### src/hw/dpr_host_pkg.sv
// constants and types for the dual-port memory port controller
// Overview of operation
// - keep write strobe or port select high while the address changes
// - output enable high during strobe writes so minimum pulse suffices
// - select memory or flag exclusively, held over the whole enable
// - port select stays high across flag write and read-back
// - blocked writer holds strobe low past collision release by hold time
// - never drive data while the device drives its data pins
// - wait the flag write-to-read interval before reading a flag back
package dpr_host_pkg;
	localparam int CLK_NS = 50;
	localparam int WP_NS = 12;
	localparam int WP_CYC = (WP_NS + CLK_NS - 1) / CLK_NS;
	localparam int HOLD_NS = 12;
	localparam int HOLD_CYC = (HOLD_NS + CLK_NS - 1) / CLK_NS;
	localparam int SWRD_NS = 5;
	localparam int SWRD_CYC = (SWRD_NS + CLK_NS - 1) / CLK_NS;
	localparam int ACCESS_NS = 70;
	localparam int SYNC_CYC = 3;
	localparam int ACCESS_CYC = (ACCESS_NS + CLK_NS - 1) / CLK_NS + SYNC_CYC;
	localparam int STROBE_CYC = WP_CYC + SYNC_CYC;
	localparam logic [4:0] REG_CTRL = 5'h00;
	localparam logic [4:0] REG_ADDR = 5'h04;
	localparam logic [4:0] REG_WDATA = 5'h08;
	localparam logic [4:0] REG_RDATA = 5'h0c;
	localparam logic [4:0] REG_STATE = 5'h10;
	localparam logic [4:0] REG_INT_STAT = 5'h14;
	localparam logic [4:0] REG_INT_MASK = 5'h18;
	localparam int EV_DONE = 0;
	localparam int EV_GRANT = 1;
	localparam int EV_DENY = 2;
	localparam int EV_COLL = 3;
	localparam logic [3:0] INT_MASK_RST = 4'h0;
	typedef enum logic [1:0] {
		OP_RAM_WR = 2'h0,
		OP_RAM_RD = 2'h1,
		OP_SEM_REQ = 2'h2,
		OP_SEM_REL = 2'h3
	} op_t;
	typedef enum logic [2:0] {
		ST_IDLE = 3'h0,
		ST_SETUP = 3'h1,
		ST_STROBE = 3'h3,
		ST_HOLD = 3'h2,
		ST_GAP = 3'h6,
		ST_READ = 3'h7,
		ST_DONE = 3'h5
	} state_t;
	typedef struct packed {
		logic select_n;
		logic flag_select_n;
		logic write_n;
		logic oe_n;
		logic [12:0] addr;
	} pins_t;
endpackage

### src/hw/dpr_host.sv
// controller for one port of an asynchronous dual-port memory
//
// The strobed register port and the address map were decided locally.
`timescale 1ns/10ps
module dpr_host import dpr_host_pkg::*; #(
	parameter int AW = 13,
	parameter int DW = 8
) (
	// clock and reset
	input wire logic clk_in,
	input wire logic rst_n_in,
	// software register port
	input wire logic [4:0] reg_addr_in,
	input wire logic [31:0] reg_wdata_in,
	input wire logic reg_wr_in,
	input wire logic reg_rd_in,
	output logic [31:0] reg_rdata_out,
	output logic irq_out,
	// memory port pins
	output pins_t pins_out,
	output logic [DW-1:0] data_out,
	output logic data_oe_out,
	input wire logic [DW-1:0] data_in,
	input wire logic collision_n_in
);
	state_t state;
	state_t next_state;
	op_t op;
	pins_t pins;
	logic [AW-1:0] addr_reg;
	logic [DW-1:0] wdata_reg;
	logic [DW-1:0] rdata_reg;
	logic [3:0] int_stat;
	logic [3:0] int_mask;
	logic owned;
	logic read_phase;
	logic [7:0] cnt;
	logic [DW-1:0] d1, d2, d3, data_filt;
	logic b1, b2, b3, busy_ok;
	logic [31:0] rdata_q;

	// register decode
	wire wr_ctrl = reg_wr_in && reg_addr_in == REG_CTRL;
	wire go = wr_ctrl && state == ST_IDLE;
	wire is_write = op == OP_RAM_WR || op == OP_SEM_REL;
	wire is_sem = op[1];
	// flag request writes zero first, then reads the flag back
	wire flag_reread = op == OP_SEM_REQ && !read_phase;
	wire write_phase = is_write || flag_reread;
	wire cnt_zero = cnt == 8'h00;
	wire fin_rd = state == ST_DONE;
	wire [3:0] ev;
	assign ev[EV_DONE] = fin_rd || (state == ST_GAP && is_write);
	assign ev[EV_GRANT] = fin_rd && op == OP_SEM_REQ && !data_filt[0];
	assign ev[EV_DENY] = fin_rd && op == OP_SEM_REQ && data_filt[0];
	assign ev[EV_COLL] = state == ST_STROBE && !busy_ok;
	wire [3:0] int_clr = (reg_wr_in && reg_addr_in == REG_INT_STAT) ? reg_wdata_in[3:0] : 4'h0;
	wire [31:0] rd_mux = (reg_addr_in == REG_ADDR) ? {{(32-AW){1'b0}}, addr_reg} :
		(reg_addr_in == REG_WDATA) ? {{(32-DW){1'b0}}, wdata_reg} :
		(reg_addr_in == REG_RDATA) ? {{(32-DW){1'b0}}, rdata_reg} :
		(reg_addr_in == REG_STATE) ? {30'h0, owned, state != ST_IDLE} :
		(reg_addr_in == REG_INT_STAT) ? {28'h0, int_stat} :
		(reg_addr_in == REG_INT_MASK) ? {28'h0, int_mask} : 32'h0;

	// next state
	always_comb begin
		next_state = state;
		case (state)
			ST_IDLE: if (go) next_state = ST_SETUP;
			ST_SETUP: if (write_phase) next_state = ST_STROBE;
				else next_state = ST_READ;
			ST_STROBE: if (cnt_zero) next_state = ST_HOLD;
			ST_HOLD: if (cnt_zero && busy_ok) next_state = ST_GAP;
			ST_GAP: if (cnt_zero) next_state = flag_reread ? ST_SETUP : ST_IDLE;
			ST_READ: if (cnt_zero) next_state = ST_DONE;
			ST_DONE: next_state = ST_IDLE;
			default: next_state = ST_IDLE;
		endcase
	end

	// pin values, all selects high outside an access
	wire active = state == ST_SETUP || state == ST_STROBE || state == ST_HOLD || state == ST_READ;
	wire strobing = state == ST_STROBE || state == ST_HOLD;
	pins_t next_pins;
	always_comb begin
		next_pins.select_n = !(active && !is_sem);
		next_pins.flag_select_n = !(active && is_sem);
		next_pins.write_n = !(next_state == ST_STROBE || next_state == ST_HOLD);
		next_pins.oe_n = next_state != ST_READ;
		next_pins.addr = (state == ST_IDLE) ? addr_reg : pins.addr;
	end
	wire next_data_oe = next_state == ST_STROBE || next_state == ST_HOLD;
	wire [DW-1:0] sem_bits = (op == OP_SEM_REL) ? {DW{1'b1}} : {DW{1'b0}};

	// pin input synchronisers
	always_ff @(posedge clk_in) begin
		if (!rst_n_in) begin
			b1 <= 1'b1;
			b2 <= 1'b1;
			b3 <= 1'b1;
			busy_ok <= 1'b1;
			d1 <= '0;
			d2 <= '0;
			d3 <= '0;
			data_filt <= '0;
		end else begin
			b1 <= collision_n_in;
			b2 <= b1;
			b3 <= b2;
			if (b2 == b3) busy_ok <= b3;
			d1 <= data_in;
			d2 <= d1;
			d3 <= d2;
			if (d2 == d3) data_filt <= d3;
		end
	end

	// sequencer and pins
	always_ff @(posedge clk_in) begin
		if (!rst_n_in) begin
			state <= ST_IDLE;
			op <= OP_RAM_WR;
			cnt <= 8'h00;
			pins <= '{1'b1, 1'b1, 1'b1, 1'b1, 13'h0000};
			data_out <= '0;
			data_oe_out <= 1'b0;
			read_phase <= 1'b0;
		end else begin
			state <= next_state;
			if (state == ST_GAP && next_state == ST_SETUP)
				read_phase <= 1'b1;
			else if (state == ST_IDLE)
				read_phase <= 1'b0;
			pins <= next_pins;
			data_oe_out <= next_data_oe;
			if (go) op <= op_t'(reg_wdata_in[1:0]);
			if (state == ST_SETUP) data_out <= is_sem ? sem_bits : wdata_reg;
			if (next_state != state)
				case (next_state)
					ST_STROBE: cnt <= 8'(STROBE_CYC - 1);
					ST_HOLD: cnt <= 8'(HOLD_CYC - 1);
					ST_GAP: cnt <= 8'(SWRD_CYC - 1);
					ST_READ: cnt <= 8'(ACCESS_CYC - 1);
					default: cnt <= 8'h00;
				endcase
			else if (state == ST_HOLD && !busy_ok)
				cnt <= 8'(HOLD_CYC);
			else if (!cnt_zero)
				cnt <= cnt - 8'h01;
		end
	end
	assign pins_out = pins;

	// software registers
	always_ff @(posedge clk_in) begin
		if (!rst_n_in) begin
			addr_reg <= '0;
			wdata_reg <= '0;
			rdata_reg <= '0;
			int_stat <= 4'h0;
			int_mask <= INT_MASK_RST;
			owned <= 1'b0;
			rdata_q <= 32'h0;
		end else begin
			if (reg_wr_in && reg_addr_in == REG_ADDR) addr_reg <= reg_wdata_in[AW-1:0];
			if (reg_wr_in && reg_addr_in == REG_WDATA) wdata_reg <= reg_wdata_in[DW-1:0];
			if (reg_wr_in && reg_addr_in == REG_INT_MASK) int_mask <= reg_wdata_in[3:0];
			int_stat <= (int_stat & ~int_clr) | ev;
			if (fin_rd) rdata_reg <= data_filt;
			if (fin_rd && op == OP_SEM_REQ) owned <= !data_filt[0];
			if (state == ST_GAP && op == OP_SEM_REL && cnt_zero) owned <= 1'b0;
			rdata_q <= reg_rd_in ? rd_mux : 32'h0;
		end
	end
	assign reg_rdata_out = rdata_q;
	assign irq_out = |(int_stat & int_mask);

	// checks
	addr_stable_a: assert property (@(posedge clk_in) disable iff (!rst_n_in)
		$changed(pins.addr) |-> pins.write_n && pins.select_n)
		else $error("address moved during an enable");
	sel_exclusive_a: assert property (@(posedge clk_in) disable iff (!rst_n_in)
		!(!pins.select_n && !pins.flag_select_n))
		else $error("memory and flag selected together");
	no_contend_a: assert property (@(posedge clk_in) disable iff (!rst_n_in)
		data_oe_out |-> pins.oe_n && !pins.write_n)
		else $error("data driven while device may drive");
	oe_in_write_a: assert property (@(posedge clk_in) disable iff (!rst_n_in)
		!pins.write_n |-> pins.oe_n)
		else $error("output enable low in a write");
	sem_no_mem_a: assert property (@(posedge clk_in) disable iff (!rst_n_in)
		!pins.flag_select_n |-> pins.select_n)
		else $error("port select low in a flag access");
	flag_gap_a: assert property (@(posedge clk_in) disable iff (!rst_n_in)
		$fell(pins.oe_n) && !pins.flag_select_n |-> $past(pins.write_n, 1) && $past(pins.write_n, 2))
		else $error("flag read too soon after write");
	write_pulse_a: assert property (@(posedge clk_in) disable iff (!rst_n_in)
		$rose(pins.write_n) |-> $past(!pins.write_n, 1) && $past(!pins.write_n, 2) &&
		$past(!pins.select_n || !pins.flag_select_n, 1))
		else $error("write pulse too short or unselected");
	hold_after_a: assert property (@(posedge clk_in) disable iff (!rst_n_in)
		$rose(pins.write_n) |-> $past(busy_ok, 1) && $past(busy_ok, 2))
		else $error("write ended before collision hold");
	grant_read_a: assert property (@(posedge clk_in) disable iff (!rst_n_in)
		fin_rd && op == OP_SEM_REQ |=> owned == !$past(data_filt[0]))
		else $error("flag ownership not taken from read-back");
	irq_sticky_a: assert property (@(posedge clk_in) disable iff (!rst_n_in)
		ev[EV_DONE] |=> int_stat[EV_DONE])
		else $error("done event lost");
	sem_grant_c: cover property (@(posedge clk_in) disable iff (!rst_n_in) ev[EV_GRANT]);
	sem_deny_c: cover property (@(posedge clk_in) disable iff (!rst_n_in) ev[EV_DENY]);
	coll_hold_c: cover property (@(posedge clk_in) disable iff (!rst_n_in)
		state == ST_HOLD && !busy_ok);
	ram_read_c: cover property (@(posedge clk_in) disable iff (!rst_n_in)
		fin_rd && op == OP_RAM_RD);
endmodule // dpr_host

### config.mk
export PLATFORM = sky130hd
export DESIGN_NAME = dpr_host
export DESIGN_NICKNAME = d
export VERILOG_FILES = /design/src/hw/dpr_host_pkg.sv /design/src/hw/dpr_host.sv
export SDC_FILE = /design/constraint.sdc
export NUM_CORES = 1
export LEC_CHECK = 0
export BUFFER_PORTS_ARGS = -buffer_cell sky130_fd_sc_hd__buf_2
export CORE_ASPECT_RATIO = 1.4
export CORE_UTILIZATION = 35
export DETAILED_ROUTE_END_ITERATION = 10
export SYNTH_ARGS = -nofsm -noshare
export SYNTH_HDL_FRONTEND = slang
export SYNTH_SLANG_ARGS = --single-unit
### constraint.sdc
create_clock -name clk_in -period 5.62 [get_ports clk_in]
set_clock_uncertainty 0.2 [all_clocks]
set_input_delay 0 -clock clk_in [delete_from_list [all_inputs] [get_ports clk_in]]
set_output_delay 0 -clock clk_in [all_outputs]
set_load 0.01 [all_outputs]
## Word level (Yosys, flattened, before mapping)

Cells that the tools add are included.

- Register bits: 146
- Word-level logic and storage cells: 123
- Output and inout bits: 59

- Bitwise gates (word level): 6
- Eq/ne operators: 23
- Reduce and logical (&&, ||, !) cells: 43
- Add/sub/neg operators: 1
- Mux-type cells: 23

Operators by type and width:

| cell | number |
|---|---|
| $mux W8 | 7 |
| $logic_and A1 B1 Y1 | 19 |
| $mux W3 | 6 |
| $pmux W3 S6 | 1 |
| $mux W4 | 4 |
| $eq A5 B5 Y1 const B | 3 |
| $mux W13 | 1 |
| $eq A3 B2 Y1 const B | 4 |
| $eq A3 B3 Y1 const B | 4 |
| $eq A5 B4 Y1 const B | 2 |
| $and A4 B4 Y4 | 2 |
| $eq A8 B8 Y1 | 1 |
| $logic_not A8 Y1 | 1 |
| $sub A8 B1 Y8 const B | 1 |
| $logic_not A1 Y1 | 7 |
| $logic_or A1 B1 Y1 | 7 |
| $reduce_or A7 Y1 | 1 |
| $eq A3 B1 Y1 const B | 2 |
| $pmux W3 S2 | 1 |
| $eq A5 B3 Y1 const B | 1 |
| $logic_not A5 Y1 | 1 |
| $eq A2 B2 Y1 const B | 2 |
| $not A4 Y4 | 1 |
| $or A4 B4 Y4 | 1 |
| 13 further kinds | 16 |

## Longest topological paths before layout

Gate-level depths: netlist (run 1).

- Depth after elaboration: 8
- Mapped depth: 6

## Least setup slack after synthesis (run 1)

No wires, ideal clock.

- Kind: flip-flop to flip-flop
- Start point: register cnt[0]
- End point: register read_phase
- Data required time: 5.350 ns
- Data arrival time: 1.677 ns
- Buffers on the path: 0
- Path slack: 3.672 ns
- Stages on the path, launching flop included: 7
- Period minus slack after synthesis: 1.948 ns
- Setup time: 0.070 ns
- Cell sequence: dfxtp_1 > inv_1 > ha_1 > nor3b_2 > nand2_4 > or4b_1 > a21oi_1

- Word-level cells in the longest chain between the ends: 7

RTL lines:

| element | RTL line | RTL |
|---|---|---|
| start: declaration | dpr_host.sv:37 | `logic [7:0] cnt;` |
| start signal: assignment | dpr_host.sv:140 | `ST_STROBE: cnt <= 8'(STROBE_CYC - 1);` |
| start signal: assignment | dpr_host.sv:141 | `ST_HOLD: cnt <= 8'(HOLD_CYC - 1);` |
| start signal: assignment | dpr_host.sv:142 | `ST_GAP: cnt <= 8'(SWRD_CYC - 1);` |
| $logic_not A8 Y1 (*) | dpr_host.sv:50 | `wire cnt_zero = cnt == 8'h00;` |
| $logic_and A1 B1 Y1 | dpr_host.sv:73 | `ST_HOLD: if (cnt_zero && busy_ok) next_state = ST_GAP;` |
| $mux W3 | dpr_host.sv:73 |  |
| $pmux W3 S6 (*) | dpr_host.sv:68 | `case (state)` |
| $eq A3 B1 Y1 (*) | dpr_host.sv:130 | `if (state == ST_GAP && next_state == ST_SETUP)` |
| $logic_and A1 B1 Y1 (*) | dpr_host.sv:130 |  |
| $mux W1 / $reduce_bool A2 Y1 (equally long branches) | -- |  |
| end signal: assignment | dpr_host.sv:127 | `read_phase <= 1'b0;` |
| end signal: assignment | dpr_host.sv:131 | `read_phase <= 1'b1;` |
| end signal: assignment | dpr_host.sv:133 | `read_phase <= 1'b0;` |
| end: declaration | dpr_host.sv:36 | `logic read_phase;` |

Mark *: on every way between the ends. The rest lies on a longest branch, timed or not.
A chain may end at the register's enable or synchronous reset.

## Final worst setup path (run 1)

- Start point: input reg_addr_in[1]
- End point: register int_mask[1]

- Word-level cells in the longest chain between the ends: 2

RTL lines:

| element | RTL line | RTL |
|---|---|---|
| start: declaration | dpr_host.sv:13 | `input wire logic [4:0] reg_addr_in,` |
| $eq A5 B5 Y1 | dpr_host.sv:167 | `if (reg_wr_in && reg_addr_in == REG_INT_MASK) int_mask <= reg_wdata_in[3:0];` |
| $logic_and A1 B1 Y1 | dpr_host.sv:167 |  |
| end signal: assignment | dpr_host.sv:167 |  |
| end: declaration | dpr_host.sv:34 | `logic [3:0] int_mask;` |

No other way between the ends.

==> results by group, run 1 <==
Power
  – Pint: 1790 uW
  – Leakage power figure: 0.00271 uW
  – Power share of the combinational group: 13.6%
  – Worst vdd ir: 0.152 mV
  – Register share of total power: 39.9%
  – Clock power frac: 46.5%
  – Switch Pwr: 676 uW
  – Power Density: 384 nW/um^2
  – Sw Ratio: 27.4%

Clocking
  – CTS tree: done
  – Cts bufs inserted: 17
  – Post-CTS Setup Repair Bufs: 0
  – H-tree depth: 4
  – Root Driver: clkbuf_16
  – Clock Latency Late Sink: 0.42 ns
  – Hold Buf Count CTS: 36
  – Clock buffer depth: 2
  – PostCTS Resize Cnt: 0
  – Clk pin slew, worst setup/hold paths: 0.06 ns
  – Clock sink count: 127

Setup path
  – Crit. End Element: register
  – Worst Setup Start Kind: primary input
  – R2R Setup Slk: 3.03 ns
  – Register-to-Register Path Depth: 4
  – Worst Path Arrival: 3.01 ns
  – Data required, critical path: 5.78 ns
  – CP max FO: 4
  – CP Class: primary input to register
  – FF-to-FF Start: state[0]
  – R2r endpoint: cnt[2]

Global route
  – Vias in the first global route: 3,957
  – Total grt overflow: 0
  – Initial antenna violation count: 0
  – GR Util All Layers: 16.2%
  – Largest net degree at the start of global routing: 69
  – First-pass GRT wire length: 19.1 mm

Logic synthesis
  – Most common cell in the netlist: dfxtp_1
  – Mux contribution to synthesized area: 6.81%
  – Sequential-to-total area share from yosys stat: 50.2%
  – Leading register cell type out of synthesis: dfxtp_1
  – Synth cell types: 52
  – Compound-Gate Fraction of Synth Area: 13.9%
  – Cell area after synthesis: 5070 sq um
  – Post-synth top area share: 50.2%
  – Gate Count Post-Synth: 558
  – Largest family of logic cells by synthesized area: simple AND/OR/NAND/NOR gates
  – Synth warnings: 0
  – EDFF count, synth: 0
  – Post-synth ARST share: 0%
  – Top post-synthesis cells by area: dfxtp_1, mux2i_1, a21oi_1
  – Synth Area in XOR/XNOR: 2.25%
  – Commonest cells post-synth: dfxtp_1, nor2_1, nand2_1
  – #FFs+latches synth: 127
  – Syn Area/Cell: 9.08 sq um
  – Area leader, netlist: dfxtp_1
  – Post-Synth Simple-Gate Area: 20.0%
  – Adder-Cell Fraction of Synth Area: 0.741%

STA
  – # setup viols final: 0
  – Period minus WS final: 2.85 ns
  – Slew Limit Headroom: 21.3%
  – Tcrit/Tclk final: 50.7%
  – Unrepaired setup endpoints after global routing: false
  – Setup TNS: 0 ns
  – Worst-margin pin slew: 1.18 ns
  – Max Slew Vio Count: 0
  – Hold Violations, Final: 0
  – Max frequency: 351 MHz

Drt
  – DR vias: 4,093
  – DR WL/cell: 13.6 um
  – DRT antenna net count: 0
  – Residual DRC: 0
  – Final wirelength: 11.6 mm
  – 1st-iter DRT viols: 190
  – Vias per cell: 4.82
  – Drt first pass iters: 4

Placement
  – Placed inst area: 5460 sq um
  – Final Wtd Congestion: 0.851
  – Port Buffers: 70
  – Hpwl dp: 7.90 mm

Hold path
  – WHS Path Cells: 4
  – Worst hold path type: primary input to register
  – Min-delay src: reg_addr_in[2]
  – Hold Crit Endpoint: reg_rdata_out[3]

Finish
  – Share of layout cells above drive strength 1: 17.6%
  – Finished Cell Area: 6440 sq um
  – Max reg flops: 17
  – Syn-to-layout area delta: 27.1%
  – Final Net Count: 705
  – Antenna diodes: 0

Die
  – Site row count: 51
  – Die ar.: 15,000 sq um
  – Core Area: 14,000 sq um
  – Die Y: 144 um
  – Die width: 104 um
  – Top Ports: 109
  – Initial cell density of the core: 36.1%

Outcome
  – Status: complete, no violations

Run
  – Maximum capacitance violations: 0
## worst max-delay path, cell delays in order
cell	delay (ns)
dlygate4sd3_1	0.55
buf_2	0.14
or4b_1	0.60
nor2_1	0.34
nand2_1	0.11
dlygate4sd3_1	0.57
a21oi_1	0.13
dlygate4sd3_1	0.57
## power groups by stage
| stage | clock (uW) | combinational [uW] | sequential, uW |
|---|---|---|---|
| 4_1_cts | 1170 | 338 | 986 |
| 2_1_floorplan | 0 | 259 | 994 |
| 6_report | 1150 | 336 | 986 |
| 5_1_grt | 1220 | 373 | 991 |
| 3_5_place_dp | 0 | 317 | 1010 |
| 3_3_place_gp | 0 | 309 | 1000 |
## logic make-up (layout without fill, tap and decap cells)
logic type	after synthesis	in the layout
fa+ha+maj	3	3
simple gates	205	205
compound gates	115	115
xor+xnor	13	13
flops	127	127
other cells	1	19
buf+inv	60	149
mux	34	34
## cell type report
cell class / instances / area, sq um
Sequential cell: 127 / 2540
Fill cell: 1376 / 7600
Tap cell: 185 / 231
Multi-Input combinational cell: 389 / 2290
Clock inverter: 15 / 194
Inverter: 10 / 37.5
Clock buffer: 17 / 425
Timing Repair Buffer: 107 / 718
## layer usage
layer,share of wire (%),up-vias,global-route usage [%]
met2,52,110,29.7
li1,-,2075,-
met3,4.8,19,5.23
met1,42,1889,17.0
met4,2.0,0,7.07
met5,0,-,0
## stage by stage
step	hold WS (ns)	total power [uW]	utilization, %	cells	setup slack (ns)
finish	0.0395	2470	45.9	850	2.77
global route	0.0624	2580	45.9	850	2.76
CTS	0.0263	2490	45.9	850	2.88
detailed placement	-0.0166	1320	38.9	782	3.04
global placement	-0.0145	1310	38.9	782	3.11
floorplan	-0.0985	1250	-	576	3.67
## cell usage in the layout, fill, tap and decap left out, types with 4 or more instances in the layout
| cell type | Yosys | routed |
|---|---|---|
| inv_6 | 0 | 8 |
| o21a_1 | 4 | 4 |
| xnor2_1 | 10 | 10 |
| mux2_2 | 4 | 4 |
| clkbuf_16 | 0 | 17 |
| o31ai_1 | 4 | 4 |
| nor2_1 | 61 | 61 |
| and2_1 | 32 | 32 |
| o21ai_0 | 14 | 14 |
| nand2b_1 | 5 | 5 |
| a22oi_1 | 8 | 8 |
| inv_1 | 8 | 8 |
| nand3_1 | 23 | 23 |
| dfxtp_1 | 127 | 127 |
| dlygate4sd3_1 | 0 | 36 |
| nand2_1 | 52 | 52 |
| mux2i_1 | 30 | 30 |
| a31oi_1 | 5 | 5 |
| a211oi_1 | 11 | 11 |
| nand4_1 | 4 | 4 |
| buf_2 | 5 | 70 |
| a21oi_1 | 51 | 51 |
| nor3_1 | 5 | 5 |
| nor2b_1 | 4 | 4 |
| conb_1 | 1 | 19 |
## worst max path at each step
stage	startpoint	to	slack, ns	cells after the start
6_report	reg_addr_in[1]	int_mask[1]	2.77	8
5_1_grt	reg_addr_in[1]	int_mask[1]	2.76	8
4_1_cts	reg_addr_in[1]	int_mask[1]	2.88	8
3_5_place_dp	state[0]	cnt[2]	3.04	4
3_3_place_gp	state[0]	cnt[2]	3.11	4
2_1_floorplan	cnt[0]	read_phase	3.67	6
No activity file was read; power rests on OpenSTA's default activity.
==> inputs of run 2 (changes only) <==
--- a/config.mk
+++ b/config.mk
@@ -5,6 +5,7 @@
 export SDC_FILE = /design/constraint.sdc
 export NUM_CORES = 1
 export LEC_CHECK = 0
+export ABC_AREA = 1
 export BUFFER_PORTS_ARGS = -buffer_cell sky130_fd_sc_hd__buf_2
 export CORE_ASPECT_RATIO = 1.4
 export CORE_UTILIZATION = 35
==> constraint.sdc (replaced) <==
create_clock -name clk_in -period 2.9 [get_ports clk_in]
set_clock_uncertainty 0.2 [all_clocks]
set_input_delay 0 -clock clk_in [delete_from_list [all_inputs] [get_ports clk_in]]
set_output_delay 0 -clock clk_in [all_outputs]
set_load 0.01 [all_outputs]
==> run 2 against run 1 <==
Against the previous run:
- non-clock buffer count is 6 higher
- via count is 6.1% higher
- cell area is 1.8% higher
- critical path depth is 1 higher
- total power is 90% higher
- register-to-register slack worse by 2.3 ns
- area after synthesis is 1.9% higher
- sequential share of layout area is 0.69 points lower
- count of clock-buffer cells in the layout is 1 higher
- critical endpoint is now addr_reg[7]
- largest power group unchanged
==> results by group, run 2 <==
Outcome
  – Status: complete, no violations

Logic synthesis
  – Post-synth ARST share: 0% (unchanged)
  – Adder-Cell Fraction of Synth Area: 0.727% (-0.013 points)
  – Sequential-to-total area share from yosys stat: 49.2% (-0.91 points)
  – Synth Area in XOR/XNOR: 1.87% (-0.38 points)
  – Syn Area/Cell: 7.83 sq um (-14%)
  – Post-Synth Simple-Gate Area: 20.1% (+0.023 points)
  – Synth cell types: 39 (-25%)
  – Synth warnings: 0 (unchanged)
  – #FFs+latches synth: 127 (unchanged)
  – Area leader, netlist: dfxtp_1
  – Cell area after synthesis: 5160 sq um (+1.9%)
  – Most common cell in the netlist: dfxtp_1
  – Compound-Gate Fraction of Synth Area: 16.0% (+2.1 points)
  – Gate Count Post-Synth: 659 (+18%)
  – Mux contribution to synthesized area: 0% (-6.8 points)
  – Commonest cells post-synth: dfxtp_1, nand2_1, inv_1
  – Leading register cell type out of synthesis: dfxtp_1
  – EDFF count, synth: 0 (unchanged)
  – Top post-synthesis cells by area: dfxtp_1, o21ai_0, nand2_1
  – Post-synth top area share: 49.2% (-0.91 points)
  – Largest family of logic cells by synthesized area: simple AND/OR/NAND/NOR gates

Power
  – Worst vdd ir: 0.302 mV (+99%)
  – Clock power frac: 42.0% (-4.5 points)
  – Overall Power: 4690 uW (+90%)
  – Sw Ratio: 28.2% (+0.80 points)
  – Power Density: 715 nW/um^2 (+86%)
  – Leakage power figure: 0.00298 uW (+9.9%)
  – Register share of total power: 41.0% (+1.1 points)
  – Pint: 3370 uW (+88%)
  – Switch Pwr: 1320 uW (+95%)
  – Power share of the combinational group: 17.1% (+3.5 points)

Finish
  – Most common cell after layout, fill and taps aside: dfxtp_1
  – Syn-to-layout area delta: 27.0% (about the same)
  – Max reg flops: 17 (unchanged)
  – Final Net Count: 820 (+16%)
  – Antenna diodes: 0 (unchanged)
  – Most frequent cells in the layout: dfxtp_1, nand2_1, inv_1, o21ai_0, buf_2
  – Share of layout cells above drive strength 1: 19.2% (+1.6 points)

Setup path
  – Data required, critical path: 2.97 ns (-2.81 ns)
  – CP dominant cell by count: dlygate4sd3_1
  – Crit-path cells: dlygate4sd3_1 > buf_2 > nor2_4 > dlygate4sd3_1 > nand3_1 > nor2_2 > nand2_1 > o21ai_0 > a21oi_1
  – CP max FO: 21 (+17)
  – Crit path max-delay family: buffers and inverters
  – WP buf/inv: 3 (-1)
  – Slowest cell on crit path: dlygate4sd3_1
  – Crit. End Element: register
  – Worst Path Arrival: 2.73 ns (-0.28 ns)
  – CP Class: primary input to register
  – Worst Setup Start Kind: primary input
  – R2R Setup Slk: 0.78 ns (-2.25 ns)
  – Crit path largest cell delay: 0.60 ns (about the same)

Clocking
  – Hold Buf Count CTS: 36 (unchanged)
  – Post-CTS Setup Repair Bufs: 0 (unchanged)
  – Root Driver: clkbuf_16
  – Clk pin slew, worst setup/hold paths: 0.06 ns (about the same)
  – H-tree depth: 4 (unchanged)
  – Cts bufs inserted: 17 (unchanged)
  – CTS tree: done
  – Clock buffer depth: 2 (unchanged)
  – Clock Latency Late Sink: 0.41 ns (about the same)
  – PostCTS Resize Cnt: 0 (unchanged)
  – Clock sink count: 127 (unchanged)

Die
  – Die ar.: 15,200 sq um (+1.8%)
  – Top Ports: 109 (unchanged)
  – Initial cell density of the core: 35.7% (-0.36 points)
  – Die width: 105 um (+0.91%)
  – Die Y: 146 um (+0.91%)
  – Site row count: 52 (+2.0%)
  – Core Area: 14,400 sq um (+2.9%)

Placement
  – Hpwl dp: 8.02 mm (+1.6%)
  – Port Buffers: 70 (unchanged)
  – Final Wtd Congestion: 0.823 (-3.3%)

Run
  – Maximum capacitance violations: 0 (unchanged)

STA
  – Tcrit/Tclk final: 91.8%
  – Setup TNS: 0 ns (unchanged)
  – Period minus WS final: 2.66 ns
  – Unrepaired setup endpoints after global routing: false
  – Worst-margin pin slew: 0.997 ns (-0.184 ns)
  – Max frequency: 376 MHz
  – Hold Violations, Final: 0 (unchanged)
  – Max Slew Vio Count: 0 (unchanged)
  – # setup viols final: 0 (unchanged)
  – Slew Limit Headroom: 32.9% (+12 points)

Drt
  – Drt first pass iters: 6 (+2)
  – DR vias: 4,342 (+6.1%)
  – DRT antenna net count: 0 (unchanged)
  – Final wirelength: 11.6 mm (+0.36%)
  – Residual DRC: 0 (unchanged)
  – DR WL/cell: 12.0 um (-12%)
  – Vias per cell: 4.48 (-6.9%)
  – 1st-iter DRT viols: 201 (+5.8%)

Hold path
  – Worst hold path type: primary input to register

Global route
  – Largest net degree at the start of global routing: 46 (-33%)
  – Total grt overflow: 0 (unchanged)
  – GR Util All Layers: 16.1% (-0.12 points)
  – Vias in the first global route: 4,107 (+3.8%)
  – Initial antenna violation count: 0 (unchanged)
  – First-pass GRT wire length: 19.2 mm (+0.72%)
[run 2: routing by layer]
metal / wire, um / up-vias / share of wire [%] / track usage [%]
met3: 426 / 15 / 3.7 / 3.58
met1: 4990 / 1919 / 43 / 18.2
met5: 0 / - / 0 / 0
li1: - / 2299 / - / -
met2: 6020 / 109 / 52 / 28.5
met4: 212 / 0 / 1.8 / 7.25
[run 2: final cells by class]
cell class,count,area (sq um)
repair buffers,113,763
fillers,1506,7890
inverters,103,387
flip-flops and latches,127,2540
clock buffers,18,439
multi-input cells,405,2070
well taps,189,236
clock inverters,14,119
[run 2: stage by stage]
| stage | cell area, sq um | hold WS [ns] | worst slack, ns | utilization [%] | std cells |
|---|---|---|---|---|---|
| after global placement | 5640 | -0.0157 | 0.781 | 39.0 | 901 |
| after global routing | 6560 | 0.0264 | 0.000951 | 45.4 | 969 |
| after CTS | 6560 | 0.000987 | 0.208 | 45.4 | 969 |
| final | 6560 | 0.0111 | 0.238 | 45.4 | 969 |
| after detailed placement | 5640 | -0.0172 | 0.761 | 39.0 | 901 |
| after floorplan | 5230 | -0.102 | 0.999 | - | 677 |
[run 2: power groups by stage]
| stage | Clock [uW] | Combinational, uW | Sequential, uW |
|---|---|---|---|
| final | 1970 | 800 | 1920 |
| after global routing | 2100 | 905 | 1930 |
| after CTS | 2010 | 809 | 1920 |
| after detailed placement | 0 | 773 | 1960 |
| after global placement | 0 | 768 | 1950 |
| after floorplan | 0 | 611 | 1960 |
[run 2: kinds of logic after synthesis]
group | Yosys count
simple gates | 215
fa+ha+maj | 3
xor+xnor | 11
buf+inv | 145
other cells | 1
compound gates | 157
flops | 127
[run 2: final timing paths]
| path | startpoint | end | depth (start not counted) |
|---|---|---|---|
| hold reg to reg | d1[1] | d2[1] | 2 |
| hold / removal | reg_addr_in[3] | reg_rdata_out[1] | 5 |
| setup reg to reg | cnt[0] | cnt[0] | 13 |
| setup / recovery | reg_addr_in[0] | addr_reg[7] | 9 |
[run 2: tightest hold or removal path, stage by stage]
cell,delay [ns]
buf_2,0.11
nor2_1,0.06
nand3_1,0.14
o21ai_0,0.12
a41oi_1,0.15
